$ cat src/include/serial_port_consts.svh
//----------------------------------------------------------------------------
// Purpose: offsets, field positions and timing counts of the serial port
// Assumes: 32-bit AXI4-Lite, one register per aligned word
// Notes:   definitions only
//----------------------------------------------------------------------------
`ifndef SERIAL_PORT_CONSTS_SVH
`define SERIAL_PORT_CONSTS_SVH

// register byte offsets
`define OFF_SERIAL_CONTROL 6'h00
`define OFF_SERIAL_BUFFER 6'h04
`define OFF_POWER_CONTROL 6'h08
`define OFF_TIMER_MODE 6'h0C
`define OFF_BAUD_RELOAD 6'h10
`define OFF_AUX_CONTROL 6'h14
`define OFF_RELOAD_LOW 6'h18
`define OFF_RELOAD_HIGH 6'h1C
`define OFF_AUX_COUNT_LOW 6'h20
`define OFF_AUX_COUNT_HIGH 6'h24

// serial_control fields
`define SC_FILTER 5
`define SC_RX_EN 4
`define SC_TX_NINTH 3
`define SC_RX_NINTH 2
`define SC_TX_DONE 1
`define SC_RX_DONE 0
// power_control field
`define PC_DOUBLER 7
// aux_timer_control fields
`define AC_OVF 7
`define AC_EXT_EVENT 6
`define AC_RX_SEL 5
`define AC_TX_SEL 4
`define AC_EXT_EN 3
`define AC_RUN 2

// timer 1 upper nibble for 8-bit auto-reload
`define T1_AUTO_RELOAD 4'h2
// oscillator phases inside one machine cycle (S1P1 = 0 .. S6P2 = 11)
`define PH_S1P1 4'h0
`define PH_S3P1 4'h4
`define PH_S5P2 4'h9
`define PH_S6P1 4'hA
`define PH_S6P2 4'hB
// fixed-rate 16x tick: every 4 clocks (1/64) or 2 clocks (1/32)
`define M2_DIV_SLOW 2'h3
`define M2_DIV_FAST 2'h1
`define DIV16_LAST 4'hF
`define VOTE_FIRST 4'h7
`define VOTE_LAST 4'h9
`define M0_RX_PRELOAD 8'hFE
`define RX_PRELOAD 9'h1FF
`define AXI_OKAY 2'h0
`define AXI_SLVERR 2'h2

`endif

$ cat src/include/serial_port_pkg.sv
//----------------------------------------------------------------------------
// Purpose: types of the serial port
// Assumes: constants live in serial_port_consts.svh
// Notes:   receiver states are one-hot
//----------------------------------------------------------------------------
package serial_port_pkg;

  typedef enum logic [1:0] {
    MODE_SHIFT = 2'h0,
    MODE_UART8 = 2'h1,
    MODE_FIXED9 = 2'h2,
    MODE_VAR9 = 2'h3
  } mode_t;

  typedef enum logic [3:0] {
    RX_HUNT = 4'b0001,
    RX_FRAME = 4'b0010,
    RX_M0_ARM = 4'b0100,
    RX_M0_RUN = 4'b1000
  } rx_state_t;

endpackage : serial_port_pkg

$ cat src/core/serial_port_baud_and_shift.sv
//----------------------------------------------------------------------------
// Purpose: serial port baud sources and shift engines, AXI4-Lite registers
// Assumes: mclk is the oscillator; sys_rst synchronous, active high
// Notes:   one packed state struct, filled by one comb process
// Operation
// - shift mode clocks bits at oscillator divided by twelve
// - fixed nine-bit mode runs at osc/64, or osc/32 with doubler
// - timer 1 rate times two-to-doubler over thirty-two
// - tx/rx source selects pick timer 2 per direction independently
// - timer 2 high byte overflow reloads both bytes from reload pair
// - with timer 2 as source, baud is overflow rate over sixteen
// - timer 2 as baud generator counts every state time
// - baud overflow sets no flag; ext pin edge sets event, no reload
// - shift mode moves eight bits LSB first, clock on transmit pin
// - buffer write loads marker one, transmit active from the next S6P2
// - shift clock low S3 to S5, high S6 to S2
// - transmit shifts right at S6P2, last shift, done at S1P1
// - receive starts on enable and clear flag, loads 11111110
// - receive shifts left at S6P2 with pin sampled at S5P2
// - zero at left ends reception, loads buffer, flag at S1P1
// - async frame: start zero, eight data LSB first, ninth bit in nine-bit modes, stop one
// - async transmit starts after next divide-by-16 rollover
// - receiver samples at 16x, falling edge resets counter, 1FFH
// - bit is majority of counter states 7, 8, 9; bad start resets
// - start bit in bit 0 triggers final shift and load
// - load only if done flag clear and filter off or bit one
//----------------------------------------------------------------------------
`timescale 1ns/100ps
`include "serial_port_consts.svh"

module serial_port_baud_and_shift
  import serial_port_pkg::*;
(
  input wire logic mclk,
  input wire logic sys_rst,
  input wire logic [5:0] s_axi_awaddr,
  input wire logic s_axi_awvalid,
  output logic s_axi_awready,
  input wire logic [31:0] s_axi_wdata,
  input wire logic [3:0] s_axi_wstrb,
  input wire logic s_axi_wvalid,
  output logic s_axi_wready,
  output logic [1:0] s_axi_bresp,
  output logic s_axi_bvalid,
  input wire logic s_axi_bready,
  input wire logic [5:0] s_axi_araddr,
  input wire logic s_axi_arvalid,
  output logic s_axi_arready,
  output logic [31:0] s_axi_rdata,
  output logic [1:0] s_axi_rresp,
  output logic s_axi_rvalid,
  input wire logic s_axi_rready,
  output logic txd,
  input wire logic rxd_in,
  output logic rxd_out,
  output logic rxd_oe,
  input wire logic ext_trigger_pin
);

  typedef struct packed {
    logic awready;
    logic wready;
    logic bvalid;
    logic [1:0] bresp;
    logic arready;
    logic rvalid;
    logic [1:0] rresp;
    logic [31:0] rdata;
    logic [5:0] waddr;
    logic [7:0] wdata;
    logic wlane;
    logic aw_got;
    logic w_got;
    logic [7:0] serial_control;
    logic [7:0] serial_buffer;
    logic [7:0] power_control;
    logic [7:0] timer_mode_reg;
    logic [7:0] baud_timer_reload;
    logic [7:0] t1_count;
    logic [7:0] aux_timer_control;
    logic [7:0] reload_low;
    logic [7:0] reload_high;
    logic [7:0] aux_count_low;
    logic [7:0] aux_count_high;
    logic [3:0] phase;
    logic [1:0] m2_div;
    logic t1_half;
    logic t2_half;
    logic [1:0] rxd_sync;
    logic [1:0] ext_sync;
    logic ext_prev;
    logic m0_sample;
    logic tx_req;
    logic tx_send;
    logic tx_last;
    logic [10:0] tx_sh;
    logic [3:0] tx_div;
    logic [3:0] tx_bits;
    logic txd;
    rx_state_t rx_state;
    logic [3:0] rx_div;
    logic [8:0] rx_sh;
    logic [1:0] votes;
    logic rx_prev;
    logic rx_last;
    logic rxd_out;
    logic rxd_oe;
  } state_t;

  state_t s;
  state_t next_s;

  //--------------------------------------------------------------------------
  // helpers
  //--------------------------------------------------------------------------
  // mapped register offsets, shared by read and write decode
  function automatic logic reg_known(input logic [5:0] a);
    case (a)
      `OFF_SERIAL_CONTROL, `OFF_SERIAL_BUFFER, `OFF_POWER_CONTROL,
      `OFF_TIMER_MODE, `OFF_BAUD_RELOAD, `OFF_AUX_CONTROL,
      `OFF_RELOAD_LOW, `OFF_RELOAD_HIGH, `OFF_AUX_COUNT_LOW,
      `OFF_AUX_COUNT_HIGH: reg_known = 1'b1;
      default: reg_known = 1'b0;
    endcase
  endfunction : reg_known

  // shift mode collects MSB-side first; flip back to byte order
  function automatic logic [7:0] flip8(input logic [7:0] v);
    for (int i = 0; i < 8; i++) begin
      flip8[i] = v[7 - i];
    end
  endfunction : flip8

  //--------------------------------------------------------------------------
  // next-state logic
  //--------------------------------------------------------------------------
  always_comb begin
    logic [1:0] mode;
    logic doubler;
    logic s6p2;
    logic t1_ovf;
    logic t1_tick;
    logic t2_ovf;
    logic baud_gen;
    logic m2_tick;
    logic tx_tick;
    logic rx_tick;
    logic tx_roll;
    logic bit_val;
    logic [15:0] t2_val;
    logic [8:0] rx_new;
    logic ninth;
    logic [3:0] frame_len;
    mode = 2'h0;
    doubler = 1'b0;
    s6p2 = 1'b0;
    t1_ovf = 1'b0;
    t1_tick = 1'b0;
    t2_ovf = 1'b0;
    baud_gen = 1'b0;
    m2_tick = 1'b0;
    tx_tick = 1'b0;
    rx_tick = 1'b0;
    tx_roll = 1'b0;
    bit_val = 1'b0;
    t2_val = 16'h0000;
    rx_new = 9'h000;
    ninth = 1'b0;
    frame_len = 4'h0;
    next_s = s;
    mode = s.serial_control[7:6];
    doubler = s.power_control[`PC_DOUBLER];
    s6p2 = (s.phase == `PH_S6P2);
    baud_gen = s.aux_timer_control[`AC_TX_SEL]
             | s.aux_timer_control[`AC_RX_SEL];

    // pin synchronisers; only the second stage is read
    next_s.rxd_sync = {s.rxd_sync[0], rxd_in};
    next_s.ext_sync = {s.ext_sync[0], ext_trigger_pin};
    next_s.ext_prev = s.ext_sync[1];

    // machine cycle of twelve oscillator phases
    next_s.phase = s6p2 ? `PH_S1P1 : s.phase + 4'h1;

    // ---- AXI4-Lite write channel --------------------------------------
    if (s_axi_awvalid && s.awready) begin
      next_s.waddr = s_axi_awaddr;
      next_s.aw_got = 1'b1;
      next_s.awready = 1'b0;
    end
    if (s_axi_wvalid && s.wready) begin
      next_s.wdata = s_axi_wdata[7:0];
      next_s.wlane = s_axi_wstrb[0];
      next_s.w_got = 1'b1;
      next_s.wready = 1'b0;
    end
    if (s.bvalid && s_axi_bready) begin
      next_s.bvalid = 1'b0;
      next_s.awready = 1'b1;
      next_s.wready = 1'b1;
    end
    if (s.aw_got && s.w_got) begin
      next_s.aw_got = 1'b0;
      next_s.w_got = 1'b0;
      next_s.bvalid = 1'b1;
      next_s.bresp = reg_known(s.waddr) ? `AXI_OKAY : `AXI_SLVERR;
      if (s.wlane) begin
        case (s.waddr)
          `OFF_SERIAL_CONTROL: next_s.serial_control = s.wdata;
          `OFF_POWER_CONTROL: next_s.power_control = s.wdata;
          `OFF_TIMER_MODE: next_s.timer_mode_reg = s.wdata;
          `OFF_BAUD_RELOAD: next_s.baud_timer_reload = s.wdata;
          `OFF_AUX_CONTROL: next_s.aux_timer_control = s.wdata;
          `OFF_RELOAD_LOW: next_s.reload_low = s.wdata;
          `OFF_RELOAD_HIGH: next_s.reload_high = s.wdata;
          `OFF_AUX_COUNT_LOW: next_s.aux_count_low = s.wdata;
          `OFF_AUX_COUNT_HIGH: next_s.aux_count_high = s.wdata;
          `OFF_SERIAL_BUFFER: begin
            // a write ignored while a frame is still going out
            if (!s.tx_send && !s.tx_req) begin
              next_s.tx_req = 1'b1;
              next_s.tx_bits = 4'h0;
              if (mode == MODE_SHIFT) begin
                next_s.tx_sh = {2'b00, 1'b1, s.wdata};
              end else begin
                ninth = (mode == MODE_UART8) ? 1'b1
                      : s.serial_control[`SC_TX_NINTH];
                next_s.tx_sh = {1'b1, ninth, s.wdata, 1'b0};
              end
            end
          end
          default: ;
        endcase
      end
    end

    // ---- AXI4-Lite read channel ---------------------------------------
    if (s.rvalid && s_axi_rready) begin
      next_s.rvalid = 1'b0;
      next_s.arready = 1'b1;
    end
    if (s_axi_arvalid && s.arready) begin
      next_s.arready = 1'b0;
      next_s.rvalid = 1'b1;
      next_s.rresp = reg_known(s_axi_araddr) ? `AXI_OKAY : `AXI_SLVERR;
      next_s.rdata = 32'h0000_0000;
      case (s_axi_araddr)
        `OFF_SERIAL_CONTROL: next_s.rdata[7:0] = s.serial_control;
        `OFF_SERIAL_BUFFER: next_s.rdata[7:0] = s.serial_buffer;
        `OFF_POWER_CONTROL: next_s.rdata[7:0] = s.power_control;
        `OFF_TIMER_MODE: next_s.rdata[7:0] = s.timer_mode_reg;
        `OFF_BAUD_RELOAD: next_s.rdata[7:0] = s.baud_timer_reload;
        `OFF_AUX_CONTROL: next_s.rdata[7:0] = s.aux_timer_control;
        `OFF_RELOAD_LOW: next_s.rdata[7:0] = s.reload_low;
        `OFF_RELOAD_HIGH: next_s.rdata[7:0] = s.reload_high;
        `OFF_AUX_COUNT_LOW: next_s.rdata[7:0] = s.aux_count_low;
        `OFF_AUX_COUNT_HIGH: next_s.rdata[7:0] = s.aux_count_high;
        default: ;
      endcase
    end

    // ---- timer 1: 8-bit auto-reload, one count per machine cycle -------
    // runs only when configured for auto-reload; it raises no interrupt
    if (s6p2 && s.timer_mode_reg[7:4] == `T1_AUTO_RELOAD) begin
      if (s.t1_count == 8'hFF) begin
        next_s.t1_count = s.baud_timer_reload;
        t1_ovf = 1'b1;
      end else begin
        next_s.t1_count = s.t1_count + 8'h01;
      end
    end
    // every overflow with doubler, else every second one
    if (t1_ovf) begin
      next_s.t1_half = ~s.t1_half;
    end
    t1_tick = t1_ovf && (doubler || s.t1_half);

    // ---- timer 2 -------------------------------------------------------
    t2_val = {s.aux_count_high, s.aux_count_low};
    next_s.t2_half = ~s.t2_half;
    if (s.aux_timer_control[`AC_RUN]) begin
      // baud generator counts per state time, plain mode per cycle
      if (baud_gen ? s.t2_half : s6p2) begin
        if (t2_val == 16'hFFFF) begin
          next_s.aux_count_high = s.reload_high;
          next_s.aux_count_low = s.reload_low;
          t2_ovf = baud_gen;
          if (!baud_gen) begin
            next_s.aux_timer_control[`AC_OVF] = 1'b1;
          end
        end else begin
          t2_val = t2_val + 16'h0001;
          next_s.aux_count_high = t2_val[15:8];
          next_s.aux_count_low = t2_val[7:0];
        end
      end
    end
    // falling edge on the trigger pin; reload only outside baud mode
    if (s.ext_prev && !s.ext_sync[1]
        && s.aux_timer_control[`AC_EXT_EN]) begin
      next_s.aux_timer_control[`AC_EXT_EVENT] = 1'b1;
      if (!baud_gen) begin
        next_s.aux_count_high = s.reload_high;
        next_s.aux_count_low = s.reload_low;
      end
    end

    // ---- 16x ticks per direction ---------------------------------------
    next_s.m2_div = s.m2_div + 2'h1;
    m2_tick = (s.m2_div & (doubler ? `M2_DIV_FAST : `M2_DIV_SLOW)) == 2'h0;
    if (mode == MODE_FIXED9) begin
      tx_tick = m2_tick;
      rx_tick = m2_tick;
    end else begin
      // timer 2 overflow is used directly: 16 per bit time
      tx_tick = s.aux_timer_control[`AC_TX_SEL] ? t2_ovf : t1_tick;
      rx_tick = s.aux_timer_control[`AC_RX_SEL] ? t2_ovf : t1_tick;
    end
    if (tx_tick) begin
      next_s.tx_div = s.tx_div + 4'h1;
    end
    tx_roll = tx_tick && s.tx_div == `DIV16_LAST;
    frame_len = (mode == MODE_UART8) ? 4'h9 : 4'hA;

    // ---- transmitter ---------------------------------------------------
    if (mode == MODE_SHIFT) begin
      // active from the next S6P2 after the write, 1 to 12 clocks later
      if (s6p2 && s.tx_req) begin
        next_s.tx_req = 1'b0;
        next_s.tx_send = 1'b1;
      end
      if (s6p2 && s.tx_send) begin
        next_s.tx_sh = {1'b0, s.tx_sh[10:1]};
        if (s.tx_sh[8:2] == 7'h00) begin
          next_s.tx_last = 1'b1;
        end
      end
      if (s.phase == `PH_S1P1 && s.tx_last) begin
        next_s.tx_last = 1'b0;
        next_s.tx_send = 1'b0;
        next_s.serial_control[`SC_TX_DONE] = 1'b1;
      end
    end else if (tx_roll) begin
      // bit times follow the divide-by-16 counter, not the write
      if (s.tx_req) begin
        next_s.tx_req = 1'b0;
        next_s.tx_send = 1'b1;
      end else if (s.tx_send) begin
        next_s.tx_sh = {1'b1, s.tx_sh[10:1]};
        next_s.tx_bits = s.tx_bits + 4'h1;
        // stop bit now on the line: finish and flag
        if (s.tx_bits + 4'h1 == frame_len) begin
          next_s.tx_send = 1'b0;
          next_s.serial_control[`SC_TX_DONE] = 1'b1;
        end
      end
    end

    // ---- receiver ------------------------------------------------------
    if (s.phase == `PH_S5P2) begin
      next_s.m0_sample = s.rxd_sync[1];
    end
    if (rx_tick) begin
      next_s.rx_prev = s.rxd_sync[1];
    end
    unique case (s.rx_state)
      RX_HUNT: begin
        if (s.serial_control[`SC_RX_EN]) begin
          if (mode == MODE_SHIFT) begin
            if (!s.serial_control[`SC_RX_DONE]) begin
              next_s.rx_state = RX_M0_ARM;
            end
          end else if (rx_tick && s.rx_prev && !s.rxd_sync[1]) begin
            next_s.rx_div = 4'h0;
            next_s.rx_sh = `RX_PRELOAD;
            next_s.rx_state = RX_FRAME;
          end
        end
      end
      RX_M0_ARM: begin
        if (s6p2) begin
          next_s.rx_sh = {1'b0, `M0_RX_PRELOAD};
          next_s.rx_state = RX_M0_RUN;
        end
      end
      RX_M0_RUN: begin
        if (s6p2 && !s.rx_last) begin
          rx_new = {1'b0, s.rx_sh[6:0], s.m0_sample};
          next_s.rx_sh = rx_new;
          if (!s.rx_sh[7]) begin
            next_s.serial_buffer = flip8(rx_new[7:0]);
            next_s.rx_last = 1'b1;
          end
        end
        if (s.phase == `PH_S1P1 && s.rx_last) begin
          next_s.rx_last = 1'b0;
          next_s.serial_control[`SC_RX_DONE] = 1'b1;
          next_s.rx_state = RX_HUNT;
        end
      end
      RX_FRAME: begin
        if (rx_tick) begin
          next_s.rx_div = s.rx_div + 4'h1;
          if (s.rx_div >= `VOTE_FIRST && s.rx_div < `VOTE_LAST) begin
            next_s.votes = {s.votes[0], s.rxd_sync[1]};
          end
          if (s.rx_div == `VOTE_LAST) begin
            // two of three samples; rejects a noise spike
            bit_val = (s.votes[0] & s.votes[1])
                    | (s.votes[0] & s.rxd_sync[1])
                    | (s.votes[1] & s.rxd_sync[1]);
            rx_new = {bit_val, s.rx_sh[8:1]};
            next_s.rx_sh = rx_new;
            if (s.rx_sh == `RX_PRELOAD && bit_val) begin
              next_s.rx_state = RX_HUNT;
            end else if (!s.rx_sh[0]) begin
              // start bit was in bit 0: this was the last shift
              next_s.rx_state = RX_HUNT;
              if (!s.serial_control[`SC_RX_DONE]
                  && (!s.serial_control[`SC_FILTER] || rx_new[8])) begin
                next_s.serial_buffer = rx_new[7:0];
                next_s.serial_control[`SC_RX_NINTH] = rx_new[8];
                next_s.serial_control[`SC_RX_DONE] = 1'b1;
              end
            end
          end
        end
      end
    endcase

    // ---- pins ----------------------------------------------------------
    // data on the receive pin, shift clock on the transmit pin
    if (mode == MODE_SHIFT) begin
      next_s.txd = !(next_s.tx_send || next_s.rx_state == RX_M0_RUN)
                 || next_s.phase < `PH_S3P1
                 || next_s.phase >= `PH_S6P1;
      next_s.rxd_out = next_s.tx_sh[0];
      next_s.rxd_oe = next_s.tx_send;
    end else begin
      next_s.txd = next_s.tx_send ? next_s.tx_sh[0] : 1'b1;
      next_s.rxd_out = 1'b1;
      next_s.rxd_oe = 1'b0;
    end
  end

  //--------------------------------------------------------------------------
  // state register
  //--------------------------------------------------------------------------
  always_ff @(posedge mclk) begin
    if (sys_rst) begin
      s <= '0;
      s.awready <= 1'b1;
      s.wready <= 1'b1;
      s.arready <= 1'b1;
      s.rx_state <= RX_HUNT;
      s.rx_sh <= `RX_PRELOAD;
      s.rxd_sync <= 2'b11;
      s.ext_sync <= 2'b11;
      s.ext_prev <= 1'b1;
      s.rx_prev <= 1'b1;
      s.txd <= 1'b1;
      s.rxd_out <= 1'b1;
    end else begin
      s <= next_s;
    end
  end

  // outputs straight from the state flip-flops
  assign s_axi_awready = s.awready;
  assign s_axi_wready = s.wready;
  assign s_axi_bvalid = s.bvalid;
  assign s_axi_bresp = s.bresp;
  assign s_axi_arready = s.arready;
  assign s_axi_rvalid = s.rvalid;
  assign s_axi_rresp = s.rresp;
  assign s_axi_rdata = s.rdata;
  assign txd = s.txd;
  assign rxd_out = s.rxd_out;
  assign rxd_oe = s.rxd_oe;

endmodule : serial_port_baud_and_shift

$ cat config.mk
export PLATFORM = sky130hd
export DESIGN_NAME = serial_port_baud_and_shift
export DESIGN_NICKNAME = d
export VERILOG_FILES = /design/src/include/serial_port_pkg.sv /design/src/core/serial_port_baud_and_shift.sv
export VERILOG_INCLUDE_DIRS = /design/src /design/src/include
export SDC_FILE = /design/constraint.sdc
export NUM_CORES = 1
export LEC_CHECK = 0
export ABC_CLOCK_PERIOD_IN_PS = 4230
export BUFFER_PORTS_ARGS = -buffer_cell sky130_fd_sc_hd__buf_2
export CAP_MARGIN = 10
export CORE_AREA = 4 4 121 169
export DETAILED_ROUTE_END_ITERATION = 16
export DIE_AREA = 0 0 125 173
export GPL_TIMING_DRIVEN = 0
export PLACE_DENSITY = 0.74
export SLEW_MARGIN = 20
export SYNTH_ARGS = -nofsm -noshare
export SYNTH_HDL_FRONTEND = slang
export SYNTH_SLANG_ARGS = --single-unit
$ cat constraint.sdc
create_clock -name mclk -period 4.23 [get_ports mclk]
set_clock_uncertainty 0.1 [all_clocks]
set_input_delay 0.423 -clock mclk [delete_from_list [all_inputs] [get_ports mclk]]
set_output_delay 0.423 -clock mclk [all_outputs]
set_load 0.01 [all_outputs]
==> results of run 1 <==
## worst paths after layout
check	to	cells after the start	startpoint	slack, ns
setup / recovery	txd	9	s[56]	1.05
hold / removal	next_s[51]	2	rxd_in	0.06
setup reg to reg	txd	9	s[56]	1.05
hold reg to reg	s[51]	1	next_s[51]	0.32
## power breakdown
group	switching (mW)	total (mW)	internal, mW
Sequential	0.0207	1.74	1.72
Combinational	0.147	0.224	0.0775
Clock	0.752	1.59	0.838
## sequential cells by signal (all words and copies together), names as in the netlist
signal and cells:
s 159, rxd_out 1, rxd_oe 1, s_axi_bresp 1
s_axi_arready 1, s_axi_rdata 8, s_axi_rresp 1, s_axi_wready 1
txd 1, s_axi_bvalid 1, s_axi_awready 1, s_axi_rvalid 1
next_s 3
## Yosys cell counts, types with 4 or more instances
master and instances:
sky130_fd_sc_hd__nor2b_1 5, sky130_fd_sc_hd__a311oi_1 4, sky130_fd_sc_hd__a211oi_2 8, sky130_fd_sc_hd__o32ai_1 4, sky130_fd_sc_hd__xor2_1 4, sky130_fd_sc_hd__o211ai_1 5, sky130_fd_sc_hd__a31oi_1 23, sky130_fd_sc_hd__nand2b_1 15
sky130_fd_sc_hd__nand3_1 31, sky130_fd_sc_hd__or3_1 6, sky130_fd_sc_hd__xnor2_1 4, sky130_fd_sc_hd__o21ai_0 33, sky130_fd_sc_hd__nand4_1 15, sky130_fd_sc_hd__dfxtp_1 180, sky130_fd_sc_hd__nor4b_2 4, sky130_fd_sc_hd__mux4_2 12
sky130_fd_sc_hd__ha_1 10, sky130_fd_sc_hd__nor3_1 12, sky130_fd_sc_hd__inv_1 17, sky130_fd_sc_hd__o21ai_1 5, sky130_fd_sc_hd__nor4_1 5, sky130_fd_sc_hd__a221oi_1 9, sky130_fd_sc_hd__and3_1 13, sky130_fd_sc_hd__buf_2 6
sky130_fd_sc_hd__nor2_1 176, sky130_fd_sc_hd__o221ai_1 4, sky130_fd_sc_hd__clkbuf_1 52, sky130_fd_sc_hd__a211oi_1 10, sky130_fd_sc_hd__buf_4 40, sky130_fd_sc_hd__nor4b_1 4, sky130_fd_sc_hd__or2_2 7, sky130_fd_sc_hd__nand3b_1 9
sky130_fd_sc_hd__nand2_1 101, sky130_fd_sc_hd__a22oi_1 23, sky130_fd_sc_hd__and2_1 8, sky130_fd_sc_hd__mux2_2 11, sky130_fd_sc_hd__mux2i_1 71, sky130_fd_sc_hd__a21oi_1 109
## critical path, delay by kind of cell (launching register included)
family,cells,cell delay (ns)
buf+inv,1,0.21
simple gates,4,1.05
flops,1,0.42
compound gates,3,0.96
fa+ha+maj,1,0.30
## cells in the final DEF, fill, tap and decap left out, types with 9 or more instances in the layout
| cell | n |
|---|---|
| sky130_fd_sc_hd__nor2_1 | 176 |
| sky130_fd_sc_hd__mux2_2 | 11 |
| sky130_fd_sc_hd__nand2_1 | 101 |
| sky130_fd_sc_hd__nand2b_1 | 15 |
| sky130_fd_sc_hd__o21ai_0 | 33 |
| sky130_fd_sc_hd__ha_1 | 10 |
| sky130_fd_sc_hd__clkbuf_1 | 52 |
| sky130_fd_sc_hd__a21oi_1 | 109 |
| sky130_fd_sc_hd__conb_1 | 26 |
| sky130_fd_sc_hd__nor3_1 | 12 |
| sky130_fd_sc_hd__a221oi_1 | 9 |
| sky130_fd_sc_hd__nand4_1 | 15 |
| sky130_fd_sc_hd__mux4_2 | 12 |
| sky130_fd_sc_hd__and3_1 | 13 |
| sky130_fd_sc_hd__clkbuf_16 | 17 |
| sky130_fd_sc_hd__inv_1 | 17 |
| sky130_fd_sc_hd__nand3_1 | 31 |
| sky130_fd_sc_hd__a211oi_1 | 10 |
| sky130_fd_sc_hd__buf_2 | 51 |
| sky130_fd_sc_hd__a31oi_1 | 23 |
| sky130_fd_sc_hd__a22oi_1 | 23 |
| sky130_fd_sc_hd__buf_4 | 40 |
| sky130_fd_sc_hd__nand3b_1 | 9 |
| sky130_fd_sc_hd__dfxtp_1 | 180 |
| sky130_fd_sc_hd__mux2i_1 | 71 |
## cells by family (layout without fill, tap and decap cells)
| kind of cell | after synthesis | in the layout | share of synthesized area, % |
|---|---|---|---|
| buf+inv | 118 | 195 | 6.46 |
| fa+ha+maj | 11 | 11 | 1.45 |
| other cells | 1 | 26 | 0.0403 |
| mux | 94 | 94 | 11.9 |
| simple gates | 429 | 429 | 22.0 |
| compound gates | 268 | 268 | 18.7 |
| xor+xnor | 8 | 8 | 0.753 |
| flops | 180 | 180 | 38.8 |
## routing by layer
layer  wire length (um)  GRT usage (%)  vias up
met2              13700           43.3      354
li1                   -              -     4120
met3               1670           4.14       90
met5                  0              0        -
met1              10600           29.3     4063
met4               1380           13.2        0
## final cells by class
type / instances / share of cell area (%)
timing repair buffer: 45 / 2.14
clock buffer: 17 / 4.04
sequential: 180 / 34.2
tap: 248 / 2.95
clock inverter: 15 / 1.51
inverter: 17 / 0.606
multi-input combinational: 836 / 49.4
buffer: 101 / 5.10
==> parameters.txt, run 1 <==
Parameter                              Value

Layout
  Register area    0.00360 mm2
  Number of filler cells placed in the layout    1800
  Final core utilization    a little under three fifths
  Final Net Count    1265
  Number of diodes    0
  Area of the multi-input gates    0.00520 mm2
  Post-route standard cell area excluding fillers    0.0105 mm2
  Number of standard cells in the final layout excluding fillers    between 1000 and 1500
  Share of post-route cells with drive strength above 1    14.9%
  Synthesis-to-layout area growth    13.2%

Route
  DRC violation total after the first TritonRoute iteration    661
  Total Routed Length    27.4 mm
  Routed vias    about 8600
  DRC violations left    0
  DRT Pass-1 Iters    6
  Routed len/inst    18.8 um
  Mean number of vias per cell    ~6
  DRT antenna net count    0

Critical path
  Kind of start point of the critical path    register
  Slowest stage cell, crit path    sky130_fd_sc_hd__or4b_1
  Critical Path, Cell by Cell    ha_1, and3b_1, buf_4, nand4_2, o32ai_4, nor2_4, or4b_1, a211oi_1, o22ai_1
  Critical Path Fanout Max    10
  Crit path DAT    3.40 ns
  Crit end category    register
  Type of the worst setup path    reg -> reg
  Critical path's largest stage delay    0.53 ns
  Critical Path RT    4.45 ns

Synth
  Synthesized area    around 0.0093 mm2
  FFs w/ async S/R, synth    0%
  Per-instance average area after synthesis    8.38 um2
  Post-synth top flop    sky130_fd_sc_hd__dfxtp_1
  Number of flops mapped to enable cells by yosys    0
  Distinct cell type count after synthesis    72
  Dominant cell type by area after synthesis    sky130_fd_sc_hd__dfxtp_1
  Portion of synthesized cell area occupied by the leading cell type    38.8%
  Leading post-synthesis cells by cell area    sky130_fd_sc_hd__dfxtp_1 39%, sky130_fd_sc_hd__mux2i_1 7.6%, sky130_fd_sc_hd__nor2_1 7.1%, sky130_fd_sc_hd__a21oi_1 5.9%, sky130_fd_sc_hd__nand2_1 4.1%
  Proportion of synthesized chip area in sequential cells    38.8%
  Number of warnings printed during yosys synthesis    0
  Synthesized instance count    around 1100
  Seq cells post-synth    between 150 and 200

Clock tree
  CTS buffer count    17
  Post-CTS setup buffers    0
  Maximum buffer depth of the clock tree    2
  Clock tree from TritonCTS    built
  Number of resized instances in the post-cts repair step    0
  Clock tree root buffer cell    sky130_fd_sc_hd__clkbuf_16
  H-Tree Level Count    4
  Clock net sink count    180
  Clock-pin transition on the worst setup and hold timing paths    0.07 ns
  Clock Latency Late Sink    0.45 ns
  Cts-stage hold buffer count    0

Floorplanning
  Area of the die    0.0216 mm2
  Horizontal die dimension    125 um
  I/O pins    101
  Vertical extent of the die    173 um
  Effective utilization at floorplan    48.8%
  Core footprint    0.0191 mm2
  # rows    60

GRT
  Overall routing resource usage    approximately 25%
  Initial antenna violation count    0
  Remaining Overflow, GRT    0
  Number of global-route vias before repair    8070
  First-pass GRT wire length    43.0 mm
  Largest net degree at the start of global routing    19

STA
  Final worst path period need    3.18 ns
  WHS    0.0565 ns
  Setup_tns    0 ns
  Fmax    314 MHz
  Worst slew slack as a fraction of its limit    31.3%
  Share of the clock period used by the worst path after layout    75.2%
  Count of pins over their slew limit    0
  Worst Slack Setup Final    about 1.1 ns
  Measured slew at the worst slew-check pin    roughly 1.0 ns
  Final hold violation count    0
  Setup-failing EPs final    0
  Setup repair after global routing missed its margin    false

Hold path
  Hold Crit Class    in -> reg

Power and ir drop
  Worst IR Drop VDD    275 uV
  Total power divided by cell area    about 340 mW/mm2
  Design Power    3.55 mW
  Leak Pwr    around 4.0 nW

Placement
  Port Buffers    45
  Routability congestion estimate    0.945
  Placed Cells incl. Taps    1427
  Cell area after placement    0.00994 mm2
  Pre-CTS worst setup slack    about 1.1 ns
  Final HPWL from detailed placement    20.2 mm

Run
  Max-cap violation count    0

Outcome
  Outcome    finished, final reports clean
No activity file was read; power rests on OpenSTA's default activity.
==> run 2, diff against run 1 <==
--- a/config.mk
+++ b/config.mk
@@ -6,12 +6,13 @@
 export SDC_FILE = /design/constraint.sdc
 export NUM_CORES = 1
 export LEC_CHECK = 0
-export ABC_CLOCK_PERIOD_IN_PS = 4230
+export ABC_AREA = 1
+export ABC_CLOCK_PERIOD_IN_PS = 3000
 export BUFFER_PORTS_ARGS = -buffer_cell sky130_fd_sc_hd__buf_2
 export CAP_MARGIN = 10
-export CORE_AREA = 4 4 121 169
+export CORE_AREA = 4 4 122 171
 export DETAILED_ROUTE_END_ITERATION = 16
-export DIE_AREA = 0 0 125 173
+export DIE_AREA = 0 0 126 175
 export GPL_TIMING_DRIVEN = 0
 export PLACE_DENSITY = 0.74
 export SLEW_MARGIN = 20
==> constraint.sdc (replaced) <==
create_clock -name mclk -period 3 [get_ports mclk]
set_clock_uncertainty 0.1 [all_clocks]
set_input_delay 0.3 -clock mclk [delete_from_list [all_inputs] [get_ports mclk]]
set_output_delay 0.3 -clock mclk [all_outputs]
set_load 0.01 [all_outputs]
==> run 2 against run 1 <==
Synthesized area rose by 2.2%. Critical endpoint is now s[32]. Die area up 2.0%. Clock power is 43% higher. Hold slack worse by 0.043 ns. Largest power group unchanged. Power is 43% higher.
==> parameters.txt, run 2 <==
Parameter                              Value

Outcome
  Outcome    finished, final reports clean

Placement
  Placed Cells incl. Taps    between 1500 and 2000
  Cell area after placement    0.0101 mm2
  Routability congestion estimate    0.971
  Port Buffers    47
  Final HPWL from detailed placement    21.8 mm

Floorplanning
  Effective utilization at floorplan    49.4%
  Core footprint    between 0.015 and 0.02 mm2
  I/O pins    between 100 and 150
  # rows    60
  Horizontal die dimension    126 um
  Vertical extent of the die    roughly 180 um
  Area of the die    0.0221 mm2

Layout
  Top library cells by usage in the layout, fill and taps aside    209 x sky130_fd_sc_hd__nand2_1, 180 x sky130_fd_sc_hd__dfxtp_1, 174 x sky130_fd_sc_hd__inv_1
  Number of diodes    0
  Post-route standard cell area excluding fillers    between 0.01 and 0.015 mm2
  Final Net Count    1490
  Share of post-route cells with drive strength above 1    12.3%
  Max reg flops    159
  Largest reg by FF count    s
  Synthesis-to-layout area growth    13.3%
  Number of standard cells in the final layout excluding fillers    between 1500 and 2000
  Number of filler cells placed in the layout    slightly below 2000
  Leading cell type in the layout, fill and taps excluded    sky130_fd_sc_hd__nand2_1

STA
  Measured slew at the worst slew-check pin    0.879 ns
  Final hold violation count    0
  Count of pins over their slew limit    0
  Worst slew slack as a fraction of its limit    40.9%
  Share of the clock period used by the worst path after layout    about 87%
  Setup-failing EPs final    0
  Setup repair after global routing missed its margin    false
  Setup_tns    0 ns
  Fmax    384 MHz
  Final worst path period need    2.60 ns

GRT
  First-pass GRT wire length    45.7 mm
  Remaining Overflow, GRT    0
  Initial antenna violation count    0
  Largest net degree at the start of global routing    17
  Overall routing resource usage    25.9%
  Number of global-route vias before repair    8955

Route
  Detailed route wirelength on metal2    around 14 mm
  Routed len/inst    approximately 17 um
  Mean number of vias per cell    5.55
  DRT antenna net count    0
  Metal3 WL    1.68 mm
  Length of routed wiring on met1    around 11 mm
  Routed vias    slightly above 9000
  DRC violation total after the first TritonRoute iteration    about 900
  Total Routed Length    29.0 mm
  DRC violations left    0
  DRT Pass-1 Iters    9
  Highest routed metal layer    met4

Clock tree
  Post-CTS setup buffers    0
  Maximum buffer depth of the clock tree    2
  Clock tree from TritonCTS    built
  Clock Latency Late Sink    0.44 ns
  CTS buffer count    17
  H-Tree Level Count    4
  Clock-pin transition on the worst setup and hold timing paths    0.07 ns
  Clock tree root buffer cell    sky130_fd_sc_hd__clkbuf_16
  Clock net sink count    180

Synth
  Number of warnings printed during yosys synthesis    0
  FFs w/ async S/R, synth    0%
  Top cell types by occurrence after synthesis    209 x sky130_fd_sc_hd__nand2_1, 180 x sky130_fd_sc_hd__dfxtp_1, 174 x sky130_fd_sc_hd__inv_1
  Dominant cell type by area after synthesis    sky130_fd_sc_hd__dfxtp_1
  Most frequent cell after synthesis    sky130_fd_sc_hd__nand2_1
  Synthesized instance count    1330
  Post-synth top flop    sky130_fd_sc_hd__dfxtp_1
  Leading post-synthesis cells by cell area    sky130_fd_sc_hd__dfxtp_1 38%, sky130_fd_sc_hd__nand2_1 8.3%, sky130_fd_sc_hd__inv_1 6.9%, sky130_fd_sc_hd__a21oi_1 6.8%, sky130_fd_sc_hd__o21ai_0 6.6%
  Per-instance average area after synthesis    approximately 7 um2
  Proportion of synthesized chip area in sequential cells    37.9%
  Portion of synthesized cell area occupied by the leading cell type    37.9%
  Synthesized area    0.00950 mm2
  Seq cells post-synth    between 150 and 200
  Number of flops mapped to enable cells by yosys    0
  Distinct cell type count after synthesis    53

Critical path
  Critical Path Fanout Max    10
  Crit end category    register
  Kind of start point of the critical path    register
  Critical Path RT    3.24 ns
  Crit path DAT    2.84 ns
  Type of the worst setup path    reg -> reg

Run
  Max-cap violation count    0

Power and ir drop
  Worst IR Drop VDD    just under 400 uV
  Leak Pwr    4.42 nW
  Total power divided by cell area    471 mW/mm2

Hold path
  Hold Crit Class    in -> reg
## run 2: power breakdown
group / leakage, nW / switching, mW / internal [mW] / total, mW
Sequential: 1.46 / 0.0435 / 2.43 / 2.47
Clock: 0.288 / 0.974 / 1.29 / 2.27
Combinational: 2.68 / 0.231 / 0.0977 / 0.328
Total: 4.42 / 1.25 / 3.82 / 5.07
## run 2: layout make-up
type	count	area, um2	share of cell area [%]
multi-input combinational	911	4830	44.8
clock inverter	12	129	1.20
tap	248	310	2.88
inverter	186	713	6.63
clock buffer	20	467	4.34
timing repair buffer	49	255	2.37
sequential	180	3600	33.5
buffer	78	458	4.26
## run 2: timing repair
item,4_1_cts,5_1_grt
hold buffers,2,0
gates resized for setup,0,1
endpoints found under the setup margin,0,1
hold endpoints to repair,2,0
## run 2: cells by family after synthesis
group	count (synthesis)	synth area share, %
AND/OR/NAND/NOR	482	24.6
buffers and inverters	264	12.3
XOR/XNOR	13	1.20
other	1	0.0395
AO/OA/AOI/OAI	380	22.6
adder cells (fa/ha/maj)	10	1.32
flip-flops	180	37.9
## run 2: worst paths after layout
check                     from             to  slack, ns  cells after the start
hold / removal    s_axi_bready  s_axi_awready       0.01                      3
hold reg to reg     next_s[51]          s[51]       0.31                      1
setup / recovery        s[159]          s[32]       0.40                     14
setup reg to reg        s[159]          s[32]       0.40                     14
## run 2: critical path, stage by stage, from the launching register on
cell and delay [ns]:
sky130_fd_sc_hd__dfxtp_1 0.31, sky130_fd_sc_hd__nor2_1 0.22, sky130_fd_sc_hd__nand2_1 0.14, sky130_fd_sc_hd__nor2_1 0.17, sky130_fd_sc_hd__inv_1 0.13, sky130_fd_sc_hd__nor3_1 0.37, sky130_fd_sc_hd__nand3_2 0.32, sky130_fd_sc_hd__nand2_1 0.16
sky130_fd_sc_hd__nand2_1 0.07, sky130_fd_sc_hd__inv_1 0.08, sky130_fd_sc_hd__nand3_1 0.07, sky130_fd_sc_hd__o21ai_0 0.18, sky130_fd_sc_hd__a21oi_1 0.07, sky130_fd_sc_hd__nand2_1 0.07, sky130_fd_sc_hd__inv_1 0.04
## run 2: metal layers
layer | vias up | GRT usage [%]
met5 | - | 0
met4 | 0 | 14.5
met3 | 116 | 4.74
met2 | 341 | 46.0
met1 | 4290 | 28.9
li1 | 4603 | -
## run 2: metrics by stage
stage          util [%]  hold slack, ns  total power, mW  setup slack (ns)
2_1_floorplan         -           0.289             2.71             0.885
3_3_place_gp       52.8           0.302             2.84             0.415
3_5_place_dp       52.8           0.297             2.84             0.365
4_1_cts            56.0         0.00895             5.06             0.340
5_1_grt            56.0          0.0242             5.20             0.117
6_report           56.0          0.0137             5.07             0.396
